## config.mk

```make
export PLATFORM = sky130hd
export DESIGN_NAME = timer_pair
export DESIGN_NICKNAME = d
export VERILOG_FILES = /design/src/hdl/timer_pair_pkg.sv /design/src/hdl/tick_select.sv /design/src/hdl/up_counter.sv /design/src/hdl/timer_pair.sv
export SDC_FILE = /design/constraint.sdc
export NUM_CORES = 1
export LEC_CHECK = 0
export BUFFER_PORTS_ARGS = -buffer_cell sky130_fd_sc_hd__buf_4
export CORE_MARGIN = 2
export CORE_UTILIZATION = 60
export DETAILED_ROUTE_END_ITERATION = 6
export MAX_ROUTING_LAYER = met4
export PLACE_DENSITY_LB_ADDON = 0.08
export SLEW_MARGIN = 25
export SYNTH_ARGS = -nofsm -noshare
export SYNTH_HDL_FRONTEND = slang
export SYNTH_HIERARCHICAL = 1
export SYNTH_SLANG_ARGS = --single-unit
```

## constraint.sdc

```tcl
create_clock -name pclk -period 11.61 [get_ports pclk]
set_input_delay 1.161 -clock pclk [delete_from_list [all_inputs] [get_ports pclk]]
set_output_delay 1.161 -clock pclk [all_outputs]
set_load 0.05 [all_outputs]
```

## src/hdl/timer_pair_pkg.sv

```systemverilog
// Constants, types and register map of the paired 8-bit timer block.
// Assumes one clock domain; shared by the top module, its checker and the bench.
package timer_pair_pkg;

	// ------------------------------------------------------------
	// Bus types
	// ------------------------------------------------------------
	typedef logic [7:0] addr_t;
	typedef logic [31:0] data_t;
	typedef logic [7:0] byte_t;

	// ------------------------------------------------------------
	// Register byte offsets
	// ------------------------------------------------------------
	localparam addr_t OFS_RUN = 8'h00;
	localparam addr_t OFS_MODE = 8'h04;
	localparam addr_t OFS_LOWER_CMP = 8'h08;
	localparam addr_t OFS_UPPER_CMP = 8'h0c;
	localparam addr_t OFS_FLOP = 8'h10;
	localparam addr_t OFS_STATUS = 8'h14;

	// ------------------------------------------------------------
	// Field positions
	// ------------------------------------------------------------
	localparam int RUN_LOWER_BIT = 0;
	localparam int RUN_UPPER_BIT = 1;
	localparam int RUN_DBUF_BIT = 2;
	localparam int MODE_LCLK_LSB = 0;
	localparam int MODE_UCLK_LSB = 2;
	localparam int MODE_PWM_LSB = 4;
	localparam int MODE_PAIR_LSB = 6;
	localparam int FLOP_TOG_BIT = 0;
	localparam int FLOP_SRC_BIT = 1;
	localparam int FLOP_CMD_LSB = 2;
	localparam int FLOP_VAL_BIT = 4;
	localparam int STAT_UCNT_LSB = 8;
	localparam int STAT_FLOP_BIT = 16;
	localparam int STAT_CMPEN_BIT = 17;

	// ------------------------------------------------------------
	// Reset values
	// ------------------------------------------------------------
	localparam byte_t RST_CMP = 8'h00;
	localparam logic [2:0] RST_RUN = 3'h0;
	localparam byte_t RST_MODE = 8'h00;

	// ------------------------------------------------------------
	// Encodings
	// ------------------------------------------------------------
	typedef enum logic [1:0] {
		MODE_DUAL8 = 2'b00,
		MODE_CASCADE16 = 2'b01,
		MODE_PULSE = 2'b10,
		MODE_PWM = 2'b11
	} pair_mode_t;

	localparam logic [1:0] UCLK_LOWER_MATCH = 2'b00;
	localparam logic [1:0] PWM_P6 = 2'b01;
	localparam logic [1:0] PWM_P7 = 2'b10;
	localparam logic [1:0] FLOP_CMD_SET = 2'b01;
	localparam logic [1:0] FLOP_CMD_CLR = 2'b10;

	// Periods as 9-bit counts; 00h compare stands for 100h
	localparam logic [8:0] PERIOD_P6 = 9'h040;
	localparam logic [8:0] PERIOD_P7 = 9'h080;
	localparam logic [8:0] PERIOD_P8 = 9'h100;

endpackage

```

## src/hdl/tick_select.sv

```systemverilog
// Four-way selector of count ticks for one timer.
// Assumes each tap is a one-cycle pulse synchronous to pclk.
`timescale 1ns/100ps
module tick_select (
	input wire logic [1:0] sel,
	input wire logic tap0,
	input wire logic tap1,
	input wire logic tap2,
	input wire logic tap3,
	output logic tick
);
	always_comb begin
		unique case (sel)
			2'b00: tick = tap0;
			2'b01: tick = tap1;
			2'b10: tick = tap2;
			2'b11: tick = tap3;
		endcase
	end
endmodule

```

## src/hdl/up_counter.sv

```systemverilog
// Up counter with clear priority and clock enable.
// Assumes clear and inc come from logic in the pclk domain.
`timescale 1ns/100ps
module up_counter #(
	parameter int WIDTH = 8
) (
	input wire logic pclk,
	input wire logic presetn,
	input wire logic clk_en,
	input wire logic clear,
	input wire logic inc,
	output logic [WIDTH-1:0] count
);
	always_ff @(posedge pclk or negedge presetn) begin
		if (!presetn) begin
			count <= '0;
		end else if (clk_en) begin
			if (clear) begin
				count <= '0;
			end else if (inc) begin
				count <= count + 1'b1;
			end
		end
	end
endmodule

```

## src/hdl/timer_pair.sv

```systemverilog
// Paired 8-bit timers: dual, cascaded 16-bit, pulse and PWM modes.
// Assumes prescaler ticks arrive as one-cycle pulses on pclk, and an
// APB master drives the register port.
//
// How it works
// - Upper timer may count lower compare matches
// - Pair mode 01 cascades timers into 16 bits
// - 16-bit mode: lower overflow clocks upper timer
// - Lower compare low byte, upper compare high
// - Lower write suspends compare, upper write resumes
// - 16-bit lower match: no clear, no interrupt
// - 16-bit upper matches on each comparator pulse
// - Both match: clear both, interrupt, maybe toggle
// - Pulse mode: lower timer drives square wave
// - Pulse mode toggles on either compare match
// - Pulse mode buffer loads on upper match
// - Compare 00h means 100h, matches on overflow
// - PWM on lower timer; upper stays independent
// - PWM toggles on compare and 2^n overflow
// - PWM clears lower counter at 2^n overflow
// - PWM buffer loads at 2^n overflow
// - Mode and period select code meanings
//
// The APB register port and the address map were left to the implementer.
`timescale 1ns/100ps
module timer_pair #(
	parameter int CNT_WIDTH = 8
) (
	input wire logic pclk,
	input wire logic presetn,
	input wire logic clk_en,
	input wire timer_pair_pkg::addr_t paddr,
	input wire logic psel,
	input wire logic penable,
	input wire logic pwrite,
	input wire timer_pair_pkg::data_t pwdata,
	output timer_pair_pkg::data_t prdata,
	output logic pready,
	output logic pslverr,
	input wire logic tick_ext,
	input wire logic tick_t1,
	input wire logic tick_t4,
	input wire logic tick_t16,
	input wire logic tick_t256,
	output logic timer_output_pin,
	output logic lower_match_interrupt,
	output logic upper_match_interrupt
);
	import timer_pair_pkg::*;

	// ------------------------------------------------------------
	// Elaboration check
	// ------------------------------------------------------------
	// Compare and period logic is built around byte-wide counters
	if (CNT_WIDTH != 8) begin : g_width_check
		$error("timer_pair supports CNT_WIDTH of 8 only");
	end

	// ------------------------------------------------------------
	// Functions
	// ------------------------------------------------------------
	// 00h reads as a full 100h count
	function automatic logic [8:0] cmp9(input byte_t v);
		cmp9 = (v == 8'h00) ? PERIOD_P8 : {1'b0, v};
	endfunction

	function automatic logic [8:0] pwm_period(input logic [1:0] s);
		unique case (s)
			PWM_P6: pwm_period = PERIOD_P6;
			PWM_P7: pwm_period = PERIOD_P7;
			default: pwm_period = PERIOD_P8;
		endcase
	endfunction

	// ------------------------------------------------------------
	// Register state
	// ------------------------------------------------------------
	logic run_lower_reg;
	logic run_upper_reg;
	logic dbuf_en_reg;
	logic [1:0] lower_clk_sel_reg;
	logic [1:0] upper_clock_select;
	logic [1:0] pwm_period_select;
	pair_mode_t pair_mode_field;
	byte_t lower_compare_register;
	byte_t upper_compare_register;
	byte_t lower_buffer_reg;
	logic toggle_en_reg;
	logic toggle_src_reg;
	logic cmp_en_reg;

	// ------------------------------------------------------------
	// Bus decode
	// ------------------------------------------------------------
	logic access;
	logic wr_stb;
	logic mapped;
	logic wr_run;
	logic wr_mode;
	logic wr_lcmp;
	logic wr_ucmp;
	logic wr_flop;
	logic [1:0] flop_cmd;
	logic pulse_mode;

	assign access = psel && penable && !pready;
	assign wr_stb = psel && penable && pready && pwrite;
	assign mapped = (paddr == OFS_RUN) || (paddr == OFS_MODE) ||
		(paddr == OFS_LOWER_CMP) || (paddr == OFS_UPPER_CMP) ||
		(paddr == OFS_FLOP) || (paddr == OFS_STATUS);
	assign wr_run = wr_stb && (paddr == OFS_RUN);
	assign wr_mode = wr_stb && (paddr == OFS_MODE);
	assign wr_lcmp = wr_stb && (paddr == OFS_LOWER_CMP);
	assign wr_ucmp = wr_stb && (paddr == OFS_UPPER_CMP);
	assign wr_flop = wr_stb && (paddr == OFS_FLOP);
	assign flop_cmd = pwdata[FLOP_CMD_LSB +: 2];
	assign pulse_mode = (pair_mode_field == MODE_PULSE) ||
		(pair_mode_field == MODE_PWM);

	// ------------------------------------------------------------
	// Counters and tick sources
	// ------------------------------------------------------------
	logic [CNT_WIDTH-1:0] lower_up_counter;
	logic [CNT_WIDTH-1:0] upper_up_counter;
	logic lower_src;
	logic upper_src;
	logic l_tick;
	logic u_tick;
	logic [8:0] l_next;
	logic [8:0] u_next;
	logic l_hit8;
	logic l_clr;
	logic l_inc;
	logic u_clr;
	logic u_inc;
	logic l_match;
	logic u_match;
	logic ev_toggle;
	logic buf_load;
	logic irq_l;
	logic irq_u;

	tick_select u_lower_sel (
		.sel(lower_clk_sel_reg),
		.tap0(tick_ext),
		.tap1(tick_t1),
		.tap2(tick_t4),
		.tap3(tick_t16),
		.tick(lower_src)
	);

	// Tap 0 of the upper selector is the lower match, used in dual mode
	tick_select u_upper_sel (
		.sel(upper_clock_select),
		.tap0(l_hit8 && (pair_mode_field == MODE_DUAL8)),
		.tap1(tick_t1),
		.tap2(tick_t16),
		.tap3(tick_t256),
		.tick(upper_src)
	);

	assign l_tick = run_lower_reg && lower_src;
	assign u_tick = run_upper_reg && upper_src &&
		!((pair_mode_field == MODE_PWM) &&
		(upper_clock_select == UCLK_LOWER_MATCH));
	assign l_next = {1'b0, lower_up_counter} + 9'h001;
	assign u_next = {1'b0, upper_up_counter} + 9'h001;
	assign l_hit8 = l_tick && (l_next == cmp9(lower_compare_register));

	up_counter #(.WIDTH(CNT_WIDTH)) u_lower_cnt (
		.pclk(pclk),
		.presetn(presetn),
		.clk_en(clk_en),
		.clear(l_clr || !run_lower_reg),
		.inc(l_inc),
		.count(lower_up_counter)
	);

	up_counter #(.WIDTH(CNT_WIDTH)) u_upper_cnt (
		.pclk(pclk),
		.presetn(presetn),
		.clk_en(clk_en),
		.clear(u_clr || !run_upper_reg),
		.inc(u_inc),
		.count(upper_up_counter)
	);

	// ------------------------------------------------------------
	// Mode engine
	// ------------------------------------------------------------
	always_comb begin
		l_clr = 1'b0;
		l_inc = 1'b0;
		u_clr = 1'b0;
		u_inc = 1'b0;
		l_match = 1'b0;
		u_match = 1'b0;
		ev_toggle = 1'b0;
		buf_load = 1'b0;
		irq_l = 1'b0;
		irq_u = 1'b0;
		unique case (pair_mode_field)
			MODE_DUAL8: begin
				if (l_tick) begin
					if (l_hit8) begin
						l_clr = 1'b1;
						l_match = 1'b1;
						irq_l = 1'b1;
					end else begin
						l_inc = 1'b1;
					end
				end
				if (u_tick) begin
					if (u_next == cmp9(upper_compare_register)) begin
						u_clr = 1'b1;
						u_match = 1'b1;
						irq_u = 1'b1;
					end else begin
						u_inc = 1'b1;
					end
				end
				ev_toggle = toggle_src_reg ? u_match : l_match;
			end
			MODE_CASCADE16: begin
				if (l_tick) begin
					// Lower byte vs lower compare, upper vs upper
					l_match = cmp_en_reg && l_hit8;
					u_match = cmp_en_reg &&
						(upper_up_counter == upper_compare_register);
					if (l_match && u_match) begin
						l_clr = 1'b1;
						u_clr = 1'b1;
						irq_u = 1'b1;
						ev_toggle = 1'b1;
					end else begin
						l_inc = 1'b1;
						// Upper select is ignored here
						u_inc = run_upper_reg && l_next[8];
					end
				end
			end
			MODE_PULSE: begin
				// Upper run bit must be set for output to run
				if (l_tick && run_upper_reg) begin
					if (l_next == cmp9(upper_compare_register)) begin
						l_clr = 1'b1;
						ev_toggle = 1'b1;
						irq_l = 1'b1;
						buf_load = dbuf_en_reg;
					end else begin
						l_inc = 1'b1;
						// Only below upper compare can this hit
						ev_toggle = l_hit8;
					end
				end
			end
			MODE_PWM: begin
				if (l_tick) begin
					if (l_next == pwm_period(pwm_period_select)) begin
						l_clr = 1'b1;
						ev_toggle = 1'b1;
						irq_l = 1'b1;
						buf_load = dbuf_en_reg;
					end else begin
						l_inc = 1'b1;
						// Zero or out-of-period compare never hits
						ev_toggle = l_hit8;
					end
				end
				if (u_tick) begin
					if (u_next == cmp9(upper_compare_register)) begin
						u_clr = 1'b1;
						irq_u = 1'b1;
					end else begin
						u_inc = 1'b1;
					end
				end
			end
		endcase
	end

	// ------------------------------------------------------------
	// Control registers
	// ------------------------------------------------------------
	always_ff @(posedge pclk or negedge presetn) begin
		if (!presetn) begin
			{dbuf_en_reg, run_upper_reg, run_lower_reg} <= RST_RUN;
		end else if (clk_en && wr_run) begin
			run_lower_reg <= pwdata[RUN_LOWER_BIT];
			run_upper_reg <= pwdata[RUN_UPPER_BIT];
			dbuf_en_reg <= pwdata[RUN_DBUF_BIT];
		end
	end

	always_ff @(posedge pclk or negedge presetn) begin
		if (!presetn) begin
			lower_clk_sel_reg <= RST_MODE[MODE_LCLK_LSB +: 2];
			upper_clock_select <= RST_MODE[MODE_UCLK_LSB +: 2];
			pwm_period_select <= RST_MODE[MODE_PWM_LSB +: 2];
			pair_mode_field <= pair_mode_t'(RST_MODE[MODE_PAIR_LSB +: 2]);
		end else if (clk_en && wr_mode) begin
			lower_clk_sel_reg <= pwdata[MODE_LCLK_LSB +: 2];
			upper_clock_select <= pwdata[MODE_UCLK_LSB +: 2];
			pwm_period_select <= pwdata[MODE_PWM_LSB +: 2];
			pair_mode_field <= pair_mode_t'(pwdata[MODE_PAIR_LSB +: 2]);
		end
	end

	// ------------------------------------------------------------
	// Compare registers and buffer
	// ------------------------------------------------------------
	// A software write to the live register wins over a buffer move
	always_ff @(posedge pclk or negedge presetn) begin
		if (!presetn) begin
			lower_compare_register <= RST_CMP;
			lower_buffer_reg <= RST_CMP;
		end else if (clk_en) begin
			if (wr_lcmp && dbuf_en_reg && pulse_mode) begin
				lower_buffer_reg <= pwdata[7:0];
			end else if (wr_lcmp) begin
				lower_compare_register <= pwdata[7:0];
				lower_buffer_reg <= pwdata[7:0];
			end
			if (buf_load && !(wr_lcmp && !(dbuf_en_reg && pulse_mode))) begin
				lower_compare_register <= lower_buffer_reg;
			end
		end
	end

	always_ff @(posedge pclk or negedge presetn) begin
		if (!presetn) begin
			upper_compare_register <= RST_CMP;
		end else if (clk_en && wr_ucmp) begin
			upper_compare_register <= pwdata[7:0];
		end
	end

	// Low byte first: lower write blocks, upper write frees compare
	always_ff @(posedge pclk or negedge presetn) begin
		if (!presetn) begin
			cmp_en_reg <= 1'b1;
		end else if (clk_en) begin
			if (wr_ucmp) begin
				cmp_en_reg <= 1'b1;
			end else if (wr_lcmp) begin
				cmp_en_reg <= 1'b0;
			end
		end
	end

	// ------------------------------------------------------------
	// Output flop
	// ------------------------------------------------------------
	always_ff @(posedge pclk or negedge presetn) begin
		if (!presetn) begin
			toggle_en_reg <= 1'b0;
			toggle_src_reg <= 1'b0;
		end else if (clk_en && wr_flop) begin
			toggle_en_reg <= pwdata[FLOP_TOG_BIT];
			toggle_src_reg <= pwdata[FLOP_SRC_BIT];
		end
	end

	// Polarity is chosen by presetting the flop before start
	always_ff @(posedge pclk or negedge presetn) begin
		if (!presetn) begin
			timer_output_pin <= 1'b0;
		end else if (clk_en) begin
			if (wr_flop && (flop_cmd == FLOP_CMD_SET)) begin
				timer_output_pin <= 1'b1;
			end else if (wr_flop && (flop_cmd == FLOP_CMD_CLR)) begin
				timer_output_pin <= 1'b0;
			end else if (ev_toggle && toggle_en_reg) begin
				timer_output_pin <= !timer_output_pin;
			end
		end
	end

	// ------------------------------------------------------------
	// Event pulses
	// ------------------------------------------------------------
	always_ff @(posedge pclk or negedge presetn) begin
		if (!presetn) begin
			lower_match_interrupt <= 1'b0;
			upper_match_interrupt <= 1'b0;
		end else if (clk_en) begin
			lower_match_interrupt <= irq_l;
			upper_match_interrupt <= irq_u;
		end
	end

	// ------------------------------------------------------------
	// APB answer
	// ------------------------------------------------------------
	// One wait state keeps prdata and pslverr straight from flops
	always_ff @(posedge pclk or negedge presetn) begin
		if (!presetn) begin
			pready <= 1'b0;
			pslverr <= 1'b0;
		end else if (clk_en) begin
			pready <= access;
			pslverr <= access && !mapped;
		end
	end

	always_ff @(posedge pclk or negedge presetn) begin
		if (!presetn) begin
			prdata <= '0;
		end else if (clk_en) begin
			prdata <= '0;
			if (access && !pwrite) begin
				unique case (paddr)
					OFS_RUN: begin
						prdata[RUN_LOWER_BIT] <= run_lower_reg;
						prdata[RUN_UPPER_BIT] <= run_upper_reg;
						prdata[RUN_DBUF_BIT] <= dbuf_en_reg;
					end
					OFS_MODE: begin
						prdata[MODE_LCLK_LSB +: 2] <= lower_clk_sel_reg;
						prdata[MODE_UCLK_LSB +: 2] <= upper_clock_select;
						prdata[MODE_PWM_LSB +: 2] <= pwm_period_select;
						prdata[MODE_PAIR_LSB +: 2] <= pair_mode_field;
					end
					OFS_LOWER_CMP: prdata[7:0] <= lower_compare_register;
					OFS_UPPER_CMP: prdata[7:0] <= upper_compare_register;
					OFS_FLOP: begin
						prdata[FLOP_TOG_BIT] <= toggle_en_reg;
						prdata[FLOP_SRC_BIT] <= toggle_src_reg;
						prdata[FLOP_VAL_BIT] <= timer_output_pin;
					end
					OFS_STATUS: begin
						prdata[7:0] <= lower_up_counter;
						prdata[STAT_UCNT_LSB +: 8] <= upper_up_counter;
						prdata[STAT_FLOP_BIT] <= timer_output_pin;
						prdata[STAT_CMPEN_BIT] <= cmp_en_reg;
					end
					default: prdata <= '0;
				endcase
			end
		end
	end

endmodule

```

==> flow_summary.yaml <==
yosys:
  async_reset_ff_frac: 1.000
  yosysMostFrequentCell: "dfrtp_1"
  synth-seq-area-share: 0.3662
  netlist_instances: 538
  syn_area_um2: 5265
  ys.flop_type: "dfrtp_1"
  synth_edf_count: 0
  synth_cell_types: 79
  synth_top_cell_by_area: "dfrtp_1"
  synth_top_area_share: 0.3612
  ys_seq_elements: 77
  syn_avg_cell_area_um2: 9.786
  yosys-top-cells-count: "76 x dfrtp_1, 47 x inv_1, 38 x nand2_1"
  ys_top_cells_by_area: "dfrtp_1 36%, xnor2_1 4.8%, mux2_1 3.8%, inv_1 3.4%, o22ai_1 3.0%"
  ys_warn_count: 6
routing:
  drt-initial-drc-count: 360
  vias_per_cell: 6.382
  ant_nets: 0
  drc: 2
  wire_per_inst_um: 19.52
  firstDrtPassIters: 7
  wl_mm: 13.29
  vias: 4346
sta:
  fin_crit_sh: 0.4112
  fmax_ghz: 0.2095
  timing.slew.headroom: 0.5174
  tightestPinTransition_ns: 0.7208
  fin_tns_setup_ns: 0
  skew_ns: 0.01371
  setup_viol_count_final: 0
  hold_viol_final: 0
  drv_slew: 0
  fin_crit_ns: 4.774
  rsz0062_at_grt: "no"
finish:
  largest-register: "prdata"
  register_area_um2: 1928
  final_design_area_no_fill_um2: 5734
  final_cells: 681
  drive_gt1_frac: 0.1937
  areaGrowthSynthToFinish_pct: 8.912
  diodes: 0
  nets: 629
  multiInputGateArea_um2: 2887
  fill_cells: 697
  largest_reg_flops: 18
hold_path:
  whs_path_depth: 1
  hold_path_class: "register to register"
clock_network:
  ctsHoldBuffers: 0
  cts_buffer_depth: 2
  clk_pin_slew_ns: 0.09
  cts_tree: "done"
  post-cts-setup-buffers: 0
  htree_levels: 3
  post_cts_resized: 0
  cts_made_buffers: 9
  clockRootBuffer: "clkbuf_8"
  cts_sinks: 77
  clock_latency_ns: 0.36
critical_path:
  worstPathRequired_ns: 11.90
  cp_max_fo: 12
  start_kind: "register"
  arrival_ns: 5.07
  worstPathCellList: "ha_1 > nand3_1 > nor2_2 > xor2_1 > nand4_1 > nor4_1 > mux4_2 > nand2_1 > a21oi_1 > nor2b_1 > nand2b_1 > a21oi_1 > o211ai_2 > or4_1 > a21oi_1"
  worst_path_most_repeated_cell: "a21oi_1"
  r2r_cells: 15
  slowest_stage: "dfrtp_1"
  crit_type: "register to register"
  crit_path_end_kind: "register"
  slowest_delay_ns: 0.68
floorplanning:
  coreArea_um2: 8593
  pin_count: 88
  die_h_um: 97.68
  die_area_um2: 9540
  initial_core_util: 0.6127
  rows: 34
  die_w_um: 97.68
status:
  violations: "design-rule violations"
  outcome: "finished, violations left"
place:
  io_buffers: 49
  placed_area_um2: 5502
  place_inst: 665
  place.gp.congestion: 0.9238
  dpl.hpwl_mm: 9.429
grt:
  antenna_found_initial: 0
  grt_pass1_vias: 4122
  grt_pass1_wl_mm: 21.72
  grt_max_degree: 78
  grt_usage: 0.2933
  gr-total-overflow: 0
job:
  maxCapViolations: 0
pwr:
  leakage_nw: 2.469
  pwr_density_cell_nw_per_um2: 95.09
  peakVddDrop_mv: 0.08817
==> power breakdown <==
group          switching (W)  internal (W)
Combinational      0.0000287     0.0000101
Clock               0.000112      0.000124
Sequential        0.00000115      0.000269
Total               0.000142      0.000403
==> layout by cell type (no fill, tap or decap), drive strengths merged, types with 14 or more instances in the layout <==
master | Yosys | layout
nand2 | 40 | 40
inv | 47 | 50
o22ai | 26 | 26
nand3 | 19 | 19
a21oi | 16 | 16
conb | 1 | 14
xor2 | 14 | 14
xnor2 | 29 | 29
dfrtp | 76 | 76
o21ai | 26 | 26
mux2 | 31 | 31
buf | 32 | 50
==> cell families (layout without fill, tap and decap cells) <==
family,after synthesis,in the layout,share of synthesized area
mux,36,36,0.08056
fa+ha+maj,10,10,0.02376
simple gates,146,146,0.1692
other cells,1,14,0.0007122
xor+xnor,45,45,0.08008
compound gates,132,132,0.1846
flops,77,77,0.3662
buf+inv,91,113,0.09482
==> final timing paths <==
path	startpoint	to	slack, ns
worst max-delay path	u_lower_cnt/count[0]	u_upper_cnt/count[7]	6.84
worst min-delay path	lower_buffer_reg[0]	lower_buffer_reg[0]	0.50
worst max register to register	u_lower_cnt/count[0]	u_upper_cnt/count[7]	6.84
worst min register to register	lower_buffer_reg[0]	lower_buffer_reg[0]	0.50
max in group asynchronous	presetn	pwm_period_select[1]	10.30
min in group asynchronous	presetn	prdata[15]	0.80
==> area by class of cell <==
class | count | share of cell area
multi-input combinational | 383 | 0.5034
sequential | 77 | 0.3362
timing repair buffer | 50 | 0.06611
inverter | 47 | 0.03077
tap | 108 | 0.02357
clock buffer | 9 | 0.02160
clock inverter | 7 | 0.01833
==> per-stage QoR <==
stage               hold WS (ns)  worst slack (ns)  utilization  power [W]
floorplan                 0.4589             7.521            -  0.0003005
global placement          0.4700             6.851       0.6402  0.0003132
detailed placement        0.4816             6.783       0.6402  0.0003139
CTS                       0.5026             6.958       0.6669  0.0005470
global route              0.5164             6.491       0.6673  0.0005616
finish                    0.4981             6.836       0.6673  0.0005453
==> metal layers <==
layer  up-vias  global-route usage  wire length, µm
met5         -                   -                0
met4         0             0.08868              269
met3        29             0.05971              893
met2       168              0.4584             6314
met1      2153              0.3891             5815
li1       1996                   -                -
==> worst max-delay path, delay by kind of cell, from the launching register on <==
family / cells / cell delay, ns
compound gates: 4 / 1.10
xor+xnor: 1 / 0.21
fa+ha+maj: 1 / 0.44
flops: 1 / 0.68
mux: 1 / 0.31
simple gates: 8 / 1.94
Power figures use the tool's default switching activity.
